### src/rtl/tnx_pkg.sv
// Package with opcodes, field positions and phase encodings for the executor
package tnx_pkg;
  localparam int          TNX_PHASES       = 4;
  localparam logic [6:0]  TNX_OPC_SWAP     = 7'h0E;  // 0001 110
  localparam logic [5:0]  TNX_OPC_TRD      = 6'h2A;  // 1010 10
  localparam logic [5:0]  TNX_OPC_TLW      = 6'h29;  // 1010 01
  localparam logic [7:0]  TNX_OPC_TST      = 8'h33;  // 0011 0011
  localparam int          TNX_BIT_D        = 8;
  localparam int          TNX_BIT_T        = 9;
  localparam int          TNX_BIT_I        = 8;
  localparam logic [7:0]  TNX_ADDR_PCL     = 8'h02;  // Register file address of program_counter_low
  localparam logic [7:0]  TNX_ZERO_BYTE    = 8'h00;
  localparam logic [15:0] TNX_PTR_STEP     = 16'h0001;
  localparam logic [7:0]  TNX_WORKING_REGISTER_RESET   = 8'h00;
  localparam logic [15:0] TNX_WORD_RESET   = 16'h0000;

  typedef enum logic [1:0] {
    TNX_Q1,
    TNX_Q2,
    TNX_Q3,
    TNX_Q4
  } tnx_phase_type;

  typedef enum logic [1:0] {
    TNX_EXEC,
    TNX_TBL,
    TNX_FLUSH
  } tnx_mode_type;
endpackage : tnx_pkg

### src/rtl/tnx_phase_if.sv
// Interface carrying the phase timing between the sequencer and the executor
`timescale 1ns/1ps
interface tnx_phase_if;
  tnx_pkg::tnx_phase_type phase;
  logic                   cycle_end;
  modport gen (output phase, output cycle_end);
  modport use_ (input phase, input cycle_end);
endinterface : tnx_phase_if

### src/rtl/tnx_exec.sv
// Executor for nibble swap, table read, latch write and test-skip-zero
`timescale 1ns/1ps
module tnx_exec (
  input  wire logic        CLOCK,
  input  wire logic        ARST_N,
  input  wire logic [15:0] INSTR,
  input  wire logic        INSTR_VALID,
  input  wire logic [7:0]  FILE_RDATA,
  input  wire logic [15:0] PMEM_RDATA,
  output logic      [7:0]  FILE_ADDR,
  output logic             FILE_RE,
  output logic             FILE_WE,
  output logic      [7:0]  FILE_WDATA,
  output logic      [7:0]  WORKING_REGISTER,
  output logic      [15:0] TABLE_LATCH,
  output logic      [15:0] TABLE_POINTER,
  output logic      [15:0] ADDR_BUS,
  output logic             OE_N,
  output logic             BUSY,
  output logic             SKIP
);
  tnx_phase_if ph ();

  tnx_phase_gen u_phase (
    .CLOCK  (CLOCK),
    .ARST_N (ARST_N),
    .ph     (ph.gen)
  );

  typedef struct packed {
    tnx_pkg::tnx_mode_type mode;
    logic [15:0]           ir;
    logic [7:0]            opnd;
    logic [7:0]            res;
    logic [7:0]            faddr;
    logic                  fre;
    logic                  fwe;
    logic [7:0]            fwd;
    logic [7:0]            working_register;
    logic [15:0]           latch;
    logic [15:0]           ptr;
    logic [15:0]           abus;
    logic                  oe_n;
    logic                  busy;
    logic                  skip;
    logic                  extra;
  } tnx_ex_state_type;

  tnx_ex_state_type s_q;
  tnx_ex_state_type s_d;

  logic is_swap;
  logic is_trd;
  logic is_tlw;
  logic is_tst;

  // Opcode decode on the held instruction word
  assign is_swap = (s_q.ir[15:9] == tnx_pkg::TNX_OPC_SWAP);
  assign is_trd  = (s_q.ir[15:10] == tnx_pkg::TNX_OPC_TRD);
  assign is_tlw  = (s_q.ir[15:10] == tnx_pkg::TNX_OPC_TLW);
  assign is_tst  = (s_q.ir[15:8] == tnx_pkg::TNX_OPC_TST);

  // Phase-sequenced execution; strobes are one phase wide
  always_comb begin
    s_d      = s_q;
    s_d.fre  = 1'b0;
    s_d.fwe  = 1'b0;
    s_d.oe_n = 1'b1;
    case (s_q.mode)
      tnx_pkg::TNX_EXEC: begin
        case (ph.phase)
          tnx_pkg::TNX_Q1: begin
            // Decode, or force a nop when nothing valid is offered
            s_d.ir    = INSTR_VALID ? INSTR : tnx_pkg::TNX_WORD_RESET;
            s_d.faddr = INSTR[7:0];
            s_d.fre   = INSTR_VALID;
            s_d.busy  = 1'b0;
            s_d.skip  = 1'b0;
          end
          tnx_pkg::TNX_Q2: begin
            // Table read takes its operand from the latch, not the file
            if (is_trd) begin
              s_d.opnd = s_q.ir[tnx_pkg::TNX_BIT_T] ? s_q.latch[15:8] : s_q.latch[7:0];
            end else begin
              s_d.opnd = FILE_RDATA;
            end
          end
          tnx_pkg::TNX_Q3: begin
            s_d.res = is_swap ? {s_q.opnd[3:0], s_q.opnd[7:4]} : s_q.opnd;
            if (is_tlw) begin
              // Only the selected half moves
              if (s_q.ir[tnx_pkg::TNX_BIT_T]) begin
                s_d.latch[15:8] = s_q.opnd;
              end else begin
                s_d.latch[7:0] = s_q.opnd;
              end
            end
          end
          tnx_pkg::TNX_Q4: begin
            if (is_swap && !s_q.ir[tnx_pkg::TNX_BIT_D]) begin
              s_d.working_register = s_q.res;
            end else if (is_swap || is_trd) begin
              s_d.fwe = 1'b1;
              s_d.fwd = s_q.res;
            end
            if (is_trd) begin
              s_d.mode  = tnx_pkg::TNX_TBL;
              s_d.busy  = 1'b1;
              s_d.extra = (s_q.faddr == tnx_pkg::TNX_ADDR_PCL);
            end else if (is_tst && s_q.opnd == tnx_pkg::TNX_ZERO_BYTE) begin
              s_d.mode = tnx_pkg::TNX_FLUSH;
              s_d.busy = 1'b1;
              s_d.skip = 1'b1;
            end
          end
          default: s_d.mode = tnx_pkg::TNX_EXEC;
        endcase
      end
      tnx_pkg::TNX_TBL: begin
        // Second cycle: pointer on the bus, enable low in Q4
        s_d.abus = s_q.ptr;
        if (ph.phase == tnx_pkg::TNX_Q4) begin
          s_d.oe_n = 1'b1;
        end
        if (ph.phase == tnx_pkg::TNX_Q3) begin
          s_d.oe_n = 1'b0;
        end
        if (ph.phase == tnx_pkg::TNX_Q4) begin
          s_d.latch = PMEM_RDATA;
          if (s_q.ir[tnx_pkg::TNX_BIT_I]) begin
            s_d.ptr = s_q.ptr + tnx_pkg::TNX_PTR_STEP;
          end
          // A write to counter low costs one flush cycle more
          s_d.mode = s_q.extra ? tnx_pkg::TNX_FLUSH : tnx_pkg::TNX_EXEC;
          s_d.busy = s_q.extra;
          s_d.extra = 1'b0;
        end
      end
      tnx_pkg::TNX_FLUSH: begin
        // Fetched word is dropped; a nop cycle runs in its place
        if (ph.cycle_end) begin
          s_d.mode = tnx_pkg::TNX_EXEC;
          s_d.busy = 1'b0;
          s_d.skip = 1'b0;
        end
      end
      default: s_d.mode = tnx_pkg::TNX_EXEC;
    endcase
  end

  always_ff @(posedge CLOCK or negedge ARST_N) begin
    if (!ARST_N) begin
      s_q      <= '0;
      s_q.mode <= tnx_pkg::TNX_EXEC;
      s_q.oe_n <= 1'b1;
      s_q.working_register <= tnx_pkg::TNX_WORKING_REGISTER_RESET;
    end else begin
      s_q <= s_d;
    end
  end

  assign FILE_ADDR     = s_q.faddr;
  assign FILE_RE       = s_q.fre;
  assign FILE_WE       = s_q.fwe;
  assign FILE_WDATA    = s_q.fwd;
  assign WORKING_REGISTER          = s_q.working_register;
  assign TABLE_LATCH   = s_q.latch;
  assign TABLE_POINTER = s_q.ptr;
  assign ADDR_BUS      = s_q.abus;
  assign OE_N          = s_q.oe_n;
  assign BUSY          = s_q.busy;
  assign SKIP          = s_q.skip;
endmodule : tnx_exec

### src/rtl/tnx_phase_gen.sv
// Four-phase sequencer, one phase per oscillator period
`timescale 1ns/1ps
module tnx_phase_gen (
  input wire logic CLOCK,
  input wire logic ARST_N,
  tnx_phase_if.gen ph
);
  typedef struct packed {
    tnx_pkg::tnx_phase_type phase;
  } tnx_pg_state_type;

  tnx_pg_state_type s_q;
  tnx_pg_state_type s_d;

  // Advance one phase per clock and wrap after the fourth
  always_comb begin
    s_d = s_q;
    case (s_q.phase)
      tnx_pkg::TNX_Q1: s_d.phase = tnx_pkg::TNX_Q2;
      tnx_pkg::TNX_Q2: s_d.phase = tnx_pkg::TNX_Q3;
      tnx_pkg::TNX_Q3: s_d.phase = tnx_pkg::TNX_Q4;
      tnx_pkg::TNX_Q4: s_d.phase = tnx_pkg::TNX_Q1;
      default:         s_d.phase = tnx_pkg::TNX_Q1;
    endcase
  end

  always_ff @(posedge CLOCK or negedge ARST_N) begin
    if (!ARST_N) begin
      s_q.phase <= tnx_pkg::TNX_Q1;
    end else begin
      s_q <= s_d;
    end
  end

  assign ph.phase     = s_q.phase;
  assign ph.cycle_end = (s_q.phase == tnx_pkg::TNX_Q4);
endmodule : tnx_phase_gen

### config.mk
export PLATFORM = sky130hd
export DESIGN_NAME = tnx_exec
export DESIGN_NICKNAME = d
export VERILOG_FILES = /design/src/rtl/tnx_pkg.sv /design/src/rtl/tnx_phase_if.sv /design/src/rtl/tnx_exec.sv /design/src/rtl/tnx_phase_gen.sv
export SDC_FILE = /design/constraint.sdc
export NUM_CORES = 1
export LEC_CHECK = 0
export BUFFER_PORTS_ARGS = -buffer_cell sky130_fd_sc_hd__buf_2
export CORE_UTILIZATION = 54
export CTS_BUF_LIST = sky130_fd_sc_hd__clkbuf_16
export DETAILED_ROUTE_END_ITERATION = 8
export GPL_ROUTABILITY_DRIVEN = 0
export PLACE_DENSITY = 0.88
export SYNTH_ARGS = -nofsm -noshare
export SYNTH_HDL_FRONTEND = slang
export SYNTH_SLANG_ARGS = --single-unit
### constraint.sdc
create_clock -name CLOCK -period 2.6 [get_ports CLOCK]
set_input_delay 0.52 -clock CLOCK [delete_from_list [all_inputs] [get_ports CLOCK]]
set_output_delay 0.52 -clock CLOCK [all_outputs]
set_load 0.05 [all_outputs]
==> results.json, run 1 <==
{
  "synth_seq_cells": 106,
  "slew_violations": 0,
  "combPwrFrac": 0.406,
  "finalCritPeriodShare": 0.818,
  "synth_ff_type": "dfrtp_1",
  "viasPerCell": 5.31,
  "drc": 0,
  "synth.avg_cell_area_sq_um": 10.7,
  "ys_async_sr_fraction": 1.00,
  "post_cts_resized": 0,
  "final_layout_size_suffix_gt1_frac": 0.353,
  "hold_violations": 0,
  "cpPeakStageDelay_ps": 640,
  "drt_iter0_markers": 160,
  "grt_max_degree": 54,
  "critPathCaptureType": "flop",
  "switching_share": 0.437,
  "place.port_buffers": 119,
  "ir_worst_vdd_mv": 0.863,
  "ys_seq_area_frac": 0.500,
  "crit_buf_inv": 0,
  "clock.fmax_mhz": 470,
  "p_seq_frac": 0.384,
  "p_clk_frac": 0.211,
  "cp_cell_sequence": "ha_1, nand2_1, or3_1, mux2_4",
  "status": "complete, no violations",
  "synthSimpleGateAreaFrac": 0.115,
  "stdcell_area_sq_mm": 0.00582,
  "clock-sinks": 106,
  "die_w_um": 101,
  "rows": 35,
  "synth_edf_count": 0,
  "finalPower_w": 0.00655,
  "grt.overflow.total": 0,
  "diodes": 0,
  "critPathSlowestCell": "or3_1",
  "root_buffer": "clkbuf_16",
  "synth.distinct_cells": 45,
  "worstPathMaxFanout": 9,
  "dpl_cell_area_sq_mm": 0.00551,
  "place_inst": 657,
  "wl_per_cell_um": 15.4,
  "synth-compound-area-share": 0.0783,
  "synth_xor_area_frac": 0.0248,
  "clockBufferDepth": 2,
  "register_area_sq_mm": 0.00265,
  "track_usage": 0.220,
  "setup_viol": 0,
  "cts_setup_buffers": 0,
  "period_minus_slack_ps": 2130,
  "rr_worst_depth": 4,
  "die_y_um": 101,
  "yosysTopAreaCell": "dfrtp_1",
  "pin_count": 120,
  "synth_top_family_by_area": "multiplexers",
  "synthCells": 494,
  "vias": 3576,
  "clk_pin_slew_ps": 80,
  "yosys-top-cells-area": "dfrtp_1, buf_4, mux2_2, a21oi_1, mux2i_1",
  "yosys_warnings": 0,
  "p_switching_w": 0.00286,
  "ctsHoldBuffers": 0,
  "synthAdderAreaFrac": 0.0212,
  "cp_top_family": "simple AND/OR/NAND/NOR gates",
  "grt_antenna_before_repair": 0,
  "finClkSkew_ps": 11.4,
  "ant_nets": 0,
  "yosys-mux-area-fraction": 0.135,
  "rsz0062_at_grt": "false",
  "synth_top_cell_area_share": 0.495,
  "core_area_sq_mm": 0.00937,
  "crit_cells": 4,
  "initial_core_util": 0.566,
  "synth.cell_area_sq_mm": 0.00530,
  "cts_made_buffers": 9,
  "p_int_w": 0.00369,
  "synth_nets": 546,
  "leakage_nw": 3.01,
  "grt_pass1_vias": 3458,
  "n_fill_cell": 791,
  "totalWireLength_um": 10400,
  "required_ps": 2820,
  "crit_arrival_ps": 2350,
  "start_kind": "flop",
  "fin_setup_tns_ps": 0,
  "multi_input_area_sq_mm": 0.00199,
  "worst_slack_ps": 473,
  "grt_pass1_wl_um": 17100,
  "powerDensity_mw_per_mm2": 1130,
  "stdcell_count": 673,
  "cts_tree": "done",
  "worst-setup-path-type": "reg -> reg",
  "hpwl_um": 7600,
  "tightest_slew_ps": 705,
  "die_area_sq_mm": 0.0102,
  "insertion_delay_ps": 340,
  "nNetsFinal": 591,
  "relSlewSlack": 0.530,
  "cap_violations": 0,
  "cts_htree_levels": 3,
  "areaGrowthSynthToFinish_pct": 9.65,
  "detail_route.first_pass.iterations": 4,
  "hold_class": "in -> async",
  "dp_worst_setup_slack_ps": 504
}
==> per-stage QoR <==
| stage | util | hold WS (ps) |
|---|---|---|
| finish | 0.621 | 28.8 |
| global route | 0.621 | 27.1 |
| CTS | 0.621 | 28.9 |
| detailed placement | 0.588 | 401 |
| global placement | 0.588 | 397 |
| floorplan | - | 224 |
==> power groups by stage <==
stage | clock, W | combinational, W | sequential [W]
floorplan | 0 | 0.00237 | 0.00245
global placement | 0 | 0.00256 | 0.00251
detailed placement | 0 | 0.00265 | 0.00254
CTS | 0.00140 | 0.00266 | 0.00251
global route | 0.00147 | 0.00288 | 0.00258
finish | 0.00138 | 0.00266 | 0.00251
==> per-layer routing <==
metal / GRT usage / up-vias / share of wire
met4: 0.0858 / 0 / 0.022
met1: 0.294 / 1727 / 0.44
met5: 0 / - / 0
met2: 0.364 / 130 / 0.49
met3: 0.0326 / 22 / 0.053
li1: - / 1697 / -
==> state kept, by name, indices dropped and copies added (netlist names) <==
signal	flops
s_q	27
ADDR_BUS	16
TABLE_LATCH	16
TABLE_POINTER	16
FILE_ADDR	8
FILE_WDATA	8
WORKING_REGISTER	8
u_phase.ph.phase	2
BUSY	1
FILE_RE	1
FILE_WE	1
OE_N	1
SKIP	1
==> cells in the mapped netlist (all sizes together), types with 2 or more instances <==
cell type and number:
nand4 5, and2 3, nor3b 3, ha 9, mux2i 19, xnor2 12, a21oi 43, a221oi 2
nor3 2, xor2 3, buf 82, and3 5, nor2 32, nor4 2, o21ai 26, inv 8
nand3 12, mux2 44, nand2 44, dfrtp 105, nor2b 9, clkbuf 11
==> cells by family after synthesis <==
family / count (synthesis)
XOR/XNOR: 15
adder cells (fa/ha/maj): 9
AND/OR/NAND/NOR: 124
buffers and inverters: 101
flip-flops: 106
AO/OA/AOI/OAI: 76
multiplexers: 63
==> cell type report <==
class,count,share of cell area
flip-flops and latches,106,0.456
multi-input cells,287,0.341
repair buffers,127,0.117
clock buffers,9,0.0387
well taps,129,0.0278
clock inverters,7,0.0131
inverters,8,0.00516
==> cell usage in the layout (no fill, tap or decap), drive strengths merged, types with 2 or more instances in the layout <==
cell / Yosys / routed
a21oi: 43 / 43
a221oi: 2 / 2
and2: 3 / 3
and3: 5 / 5
buf: 82 / 127
clkbuf: 11 / 9
clkinv: 0 / 3
dfrtp: 105 / 105
ha: 9 / 9
inv: 8 / 10
mux2: 44 / 44
mux2i: 19 / 19
nand2: 44 / 44
nand3: 12 / 12
nand4: 5 / 5
nor2: 32 / 32
nor2b: 9 / 9
nor3: 2 / 2
nor3b: 3 / 3
nor4: 2 / 2
o21ai: 26 / 26
xnor2: 12 / 12
xor2: 3 / 3
==> worst paths after layout <==
kind,start,to,slack (ps)
min in group CLOCK,INSTR[5],FILE_ADDR[5]$_DFFE_PN0P_,410
worst min-delay path,ARST_N,TABLE_LATCH[9]$_DFFE_PN0P_,30
worst max register to register,u_phase.ph.phase[1]$_DFF_PN0_,WORKING_REGISTER[0]$_DFFE_PN0P_,470
worst min register to register,BUSY$_DFFE_PN0P_,BUSY$_DFFE_PN0P_,490
worst max-delay path,u_phase.ph.phase[1]$_DFF_PN0_,WORKING_REGISTER[0]$_DFFE_PN0P_,470
max in group asynchronous,ARST_N,ADDR_BUS[5]$_DFFE_PN0P_,2010
No activity file was read; power rests on OpenSTA's default activity.
==> inputs of run 2 (changes only) <==
CORE_UTILIZATION = 49   (was 54)
PLACE_DENSITY = 0.84   (was 0.88)
clock period = 1.9 ns   (was 2.6 ns; I/O delays follow)
==> run 2 against run 1 <==
  * Clock-buffer cell count is the same
  * Worst setup slack got worse by 410 ps
  * Cell area rose by 2.7%
  * Via count grew 1.3%
  * Clock skew shrank 4.9 ps
  * Non-clock buffer count increased by 16
  * Largest cell class unchanged
  * Clock power rose by 30%
  * Routed wire length grew 2.1%
  * Global-route usage decreased by 1.7 points
==> results.json, run 2 (same netlist as run 1, synthesis figures left out) <==
{
  "core_area_sq_mm": 0.0104,
  "crit_arrival_ps": 2070,
  "critPathCaptureType": "flop",
  "cp_cell_sequence": "ha_1, buf_4, inv_1, nor3_1, a221oi_2, mux2_1",
  "detail_route.first_pass.iterations": 4,
  "leakage_nw": 3.08,
  "finalCritPeriodShare": 0.965,
  "utilization": 0.573,
  "insertion_delay_ps": 350,
  "rr_worst_depth": 6,
  "grt_antenna_before_repair": 0,
  "totalWireLength_um": 10600,
  "final_common_cell": "buf_2",
  "worst-setup-path-type": "reg -> reg",
  "track_usage": 0.204,
  "start_kind": "flop",
  "largest_reg_flops": 27,
  "timing.hold.ws_ps": 260,
  "grt.overflow.total": 0,
  "initial_core_util": 0.509,
  "die_w_um": 106,
  "relSlewSlack": 0.692,
  "final_layout_size_suffix_gt1_frac": 0.386,
  "ant_nets": 0,
  "top_register": "s_q",
  "met3WireLength_um": 478,
  "wl_met1_um": 4810,
  "worstPathMaxFanout": 5,
  "grt_max_degree": 60,
  "register_area_sq_mm": 0.00266,
  "place.port_buffers": 119,
  "diodes": 0,
  "finalPower_w": 0.00909,
  "period_minus_slack_ps": 1830,
  "multi_input_area_sq_mm": 0.00202,
  "critPathSlowestCell": "dfrtp_1",
  "drc": 0,
  "hold_violations": 0,
  "drt_iter0_markers": 189,
  "cpPeakStageDelay_ps": 410,
  "clk_pin_slew_ps": 70,
  "vias": 3623,
  "grt_pass1_wl_um": 18000,
  "top_layer": "met4",
  "cap_violations": 0,
  "cts_tree": "done",
  "die_y_um": 106,
  "ir_worst_vdd_mv": 1.03,
  "hold_class": "in -> reg",
  "wl_per_cell_um": 15.2,
  "clock-sinks": 106,
  "slew_violations": 0,
  "areaGrowthSynthToFinish_pct": 12.6,
  "hpwl_um": 7710,
  "required_ps": 2130,
  "hold_depth": 2,
  "clock.fmax_mhz": 545,
  "status": "complete, no violations",
  "wl_met2_um": 5150,
  "tightest_slew_ps": 461,
  "final_cell_mix": "buf_2, dfrtp_1, nand2_1",
  "finClkSkew_ps": 6.45,
  "cts_htree_levels": 3,
  "powerDensity_mw_per_mm2": 1520,
  "n_fill_cell": 896,
  "die_area_sq_mm": 0.0112,
  "crit_buf_inv": 2,
  "grt_pass1_vias": 3700,
  "nNetsFinal": 607,
  "cp_top_family": "flip-flops",
  "cts_made_buffers": 9,
  "worst_slack_ps": 66.4,
  "dp_worst_setup_slack_ps": -26.5,
  "clockBufferDepth": 2,
  "setup_viol": 0,
  "rows": 37,
  "pin_count": 120,
  "crit_cells": 6,
  "root_buffer": "clkbuf_16",
  "viasPerCell": 5.21
}
run 2: cell types whose count changed in the layout (fill, tap and decap cells not counted), moves of 2 or more:
| cell | change |
|---|---|
| buf_4 | +14 |
| inv_6 | -2 |
| inv_8 | +2 |
| nor2_1 | -2 |
run 2: area by class of cell:
| type | count | area share |
|---|---|---|
| timing repair buffer | 143 | 0.136 |
| multi-input combinational | 287 | 0.337 |
| inverter | 8 | 0.00503 |
| clock inverter | 7 | 0.0107 |
| tap | 136 | 0.0285 |
| sequential | 106 | 0.444 |
| clock buffer | 9 | 0.0377 |
run 2: routing by layer:
layer | GRT usage | vias to the layer above
li1 | - | 1727
met1 | 0.274 | 1763
met2 | 0.324 | 119
met3 | 0.0313 | 14
met4 | 0.0952 | 0
met5 | 0 | -
run 2: what timing repair did:
item | CTS | global route
setup buffers | 0 | 4
pin swaps | 1 | 3
hold buffers | 1 | 0
endpoints found under the setup margin | 16 | 36
gates resized for setup | 3 | 9
hold endpoints to repair | 16 | 0
run 2: per-stage QoR:
step / cells / TNS (ps) / cell area [sq um]
floorplan: 494 / 0 / 5300
global placement: 675 / 0 / 5590
detailed placement: 675 / -69.4 / 5590
CTS: 692 / 0 / 5900
global route: 696 / -3.57 / 5970
finish: 696 / 0 / 5970
run 2: power breakdown:
group	internal (W)	total (W)	leakage, nW	switching (W)
combinational	0.00128	0.00386	1.58	0.00257
clock	0.000914	0.00179	0.136	0.000878
sequential	0.00288	0.00344	1.37	0.000562
total	0.00508	0.00909	3.08	0.00401
run 2: path summary, 6_finish.rpt:
kind / startpoint / endpoint / slack (ps)
min reg2reg: BUSY$_DFFE_PN0P_ / BUSY$_DFFE_PN0P_ / 480
min: INSTR[5] / FILE_ADDR[5]$_DFFE_PN0P_ / 260
max: u_phase.ph.phase[0]$_DFF_PN0_ / BUSY$_DFFE_PN0P_ / 70
max reg2reg: u_phase.ph.phase[0]$_DFF_PN0_ / BUSY$_DFFE_PN0P_ / 70
max in group asynchronous: ARST_N / s_q[89]$_DFFE_PN0P_ / 830
min in group asynchronous: ARST_N / ADDR_BUS[10]$_DFFE_PN0P_ / 470
==> inputs of run 3 (changes only) <==
CORE_UTILIZATION = 59   (was 49)
PLACE_DENSITY = 0.94   (was 0.84)
clock period = 2.2 ns   (was 1.9 ns; I/O delays follow)
==> run 3 against run 2 <==
  * Clock skew is 4.4 ps higher
  * Critical path depth fell by 2
  * Final cell count decreased by 6.0%
  * Worst setup slack gained 68 ps
  * Via count up 0.55%
  * Die area down 17%
  * Sequential share of layout area grew 1.5 points
  * Power down 15%
  * Routed wire length up 0.54%
  * Non-clock buffer count is 14 lower
  * Cell area shrank 3.2%
  * Register-to-register slack better by 70 ps
  * Critical path type unchanged
  * Largest cell class unchanged
==> results.json, run 3 (same netlist as run 1, synthesis figures left out) <==
{
  "hpwl_um": 7620,
  "crit_arrival_ps": 2290,
  "initial_core_util": 0.608,
  "p_switching_w": 0.00344,
  "ir_worst_vdd_mv": 1.02,
  "diodes": 0,
  "start_kind": "flop",
  "clockBufferDepth": 2,
  "grt_pass1_vias": 3562,
  "cts_made_buffers": 9,
  "fin_setup_tns_ps": 0,
  "cts_tree": "done",
  "viasPerCell": 5.57,
  "wl_met2_um": 5210,
  "cts_setup_buffers": 0,
  "wl_per_cell_um": 16.3,
  "p_seq_frac": 0.390,
  "root_buffer": "clkbuf_16",
  "worst_slack_ps": 134,
  "required_ps": 2430,
  "critPathSlowestCell": "or3_1",
  "grt_pass1_wl_um": 17700,
  "final_common_cell": "buf_2",
  "stdcell_count": 654,
  "cpPeakStageDelay_ps": 630,
  "pin_count": 120,
  "worstPathMaxFanout": 9,
  "wl_met1_um": 4440,
  "switching_share": 0.446,
  "tightest_slew_ps": 592,
  "crit_buf_inv": 0,
  "rows": 34,
  "utilization": 0.663,
  "clk_pin_slew_ps": 70,
  "detail_route.first_pass.iterations": 5,
  "ant_nets": 0,
  "finClkSkew_ps": 10.9,
  "status": "complete, no violations",
  "clock-sinks": 106,
  "met3WireLength_um": 733,
  "drt_iter0_markers": 151,
  "final_cell_mix": "buf_2, dfrtp_1, nand2_1",
  "insertion_delay_ps": 350,
  "hold_class": "in -> reg",
  "leakage_nw": 3.00,
  "relSlewSlack": 0.606,
  "cp_cell_sequence": "ha_1, nand2_1, or3_1, mux2_4",
  "cts_htree_levels": 3,
  "core_area_sq_mm": 0.00872,
  "die_area_sq_mm": 0.00937,
  "grt_max_degree": 72,
  "place.port_buffers": 119,
  "critPathCaptureType": "flop",
  "areaGrowthSynthToFinish_pct": 8.96,
  "largest_reg_flops": 27,
  "period_minus_slack_ps": 2070,
  "top_register": "s_q",
  "die_w_um": 96.8,
  "vias": 3643,
  "p_int_w": 0.00427,
  "die_y_um": 96.8,
  "combPwrFrac": 0.411,
  "final_layout_size_suffix_gt1_frac": 0.357,
  "rsz0062_at_grt": "false",
  "nNetsFinal": 593,
  "grt_antenna_before_repair": 0,
  "setup_viol": 0,
  "place_inst": 637,
  "p_clk_frac": 0.198,
  "dp_worst_setup_slack_ps": 149,
  "track_usage": 0.238,
  "top_layer": "met4",
  "cap_violations": 0,
  "cp_top_family": "simple AND/OR/NAND/NOR gates",
  "finalCritPeriodShare": 0.939,
  "hold_violations": 0,
  "slew_violations": 0,
  "powerDensity_mw_per_mm2": 1330,
  "drc": 0,
  "clock.fmax_mhz": 484,
  "worst-setup-path-type": "reg -> reg",
  "grt.overflow.total": 0,
  "totalWireLength_um": 10700
}
run 3: cell types whose count changed in the layout (fill, tap and decap cells not counted), sizes merged:
cell	delta
buf	-14
clkinv	-2
clkinvlp	+1
inv	+1
run 3: path summary, 6_finish.rpt:
check	start	end	slack (ps)	cells past startpoint
setup reg to reg	u_phase.ph.phase[1]$_DFF_PN0_	WORKING_REGISTER[6]$_DFFE_PN0P_	130	4
min in group asynchronous	ARST_N	ADDR_BUS[9]$_DFFE_PN0P_	470	2
hold reg to reg	FILE_WDATA[1]$_DFFE_PN0P_	FILE_WDATA[1]$_DFFE_PN0P_	500	1
max in group asynchronous	ARST_N	TABLE_POINTER[1]$_DFFE_PN0P_	1120	3
setup / recovery	u_phase.ph.phase[1]$_DFF_PN0_	WORKING_REGISTER[6]$_DFFE_PN0P_	130	4
hold / removal	INSTR[1]	FILE_ADDR[1]$_DFFE_PN0P_	330	2
run 3: stage by stage:
step	cell area, sq um	hold WS [ps]	total power [W]
floorplan	5300	144	0.00570
global placement	5480	281	0.00601
detailed placement	5480	283	0.00617
CTS	5780	322	0.00773
global route	5780	324	0.00814
finish	5780	328	0.00771
run 3: area by class of cell:
type,count,area [sq um]
Timing Repair Buffer,129,688
Sequential cell,106,2650
Clock buffer,9,225
Multi-Input combinational cell,287,1990
Tap cell,108,135
Clock inverter,7,60.1
Inverter,8,30.0
Fill cell,649,2940
run 3: metal layers:
metal  track usage  up-vias
met5             0        -
met4        0.0976        0
met3        0.0506       29
met2         0.392      159
met1         0.306     1756
li1              -     1699
run 3: power groups by stage:
stage,logic [W],registers (W),clock network (W)
finish,0.00317,0.00301,0.00153
global placement,0.00304,0.00297,0
CTS,0.00317,0.00299,0.00156
detailed placement,0.00315,0.00302,0
global route,0.00344,0.00307,0.00163
floorplan,0.00280,0.00290,0
run 3: what timing repair did:
action,in CTS,in global routing
setup endpoints to repair,0,1
resized for setup,0,1
hold endpoints to repair,9,0
hold buffers,1,0
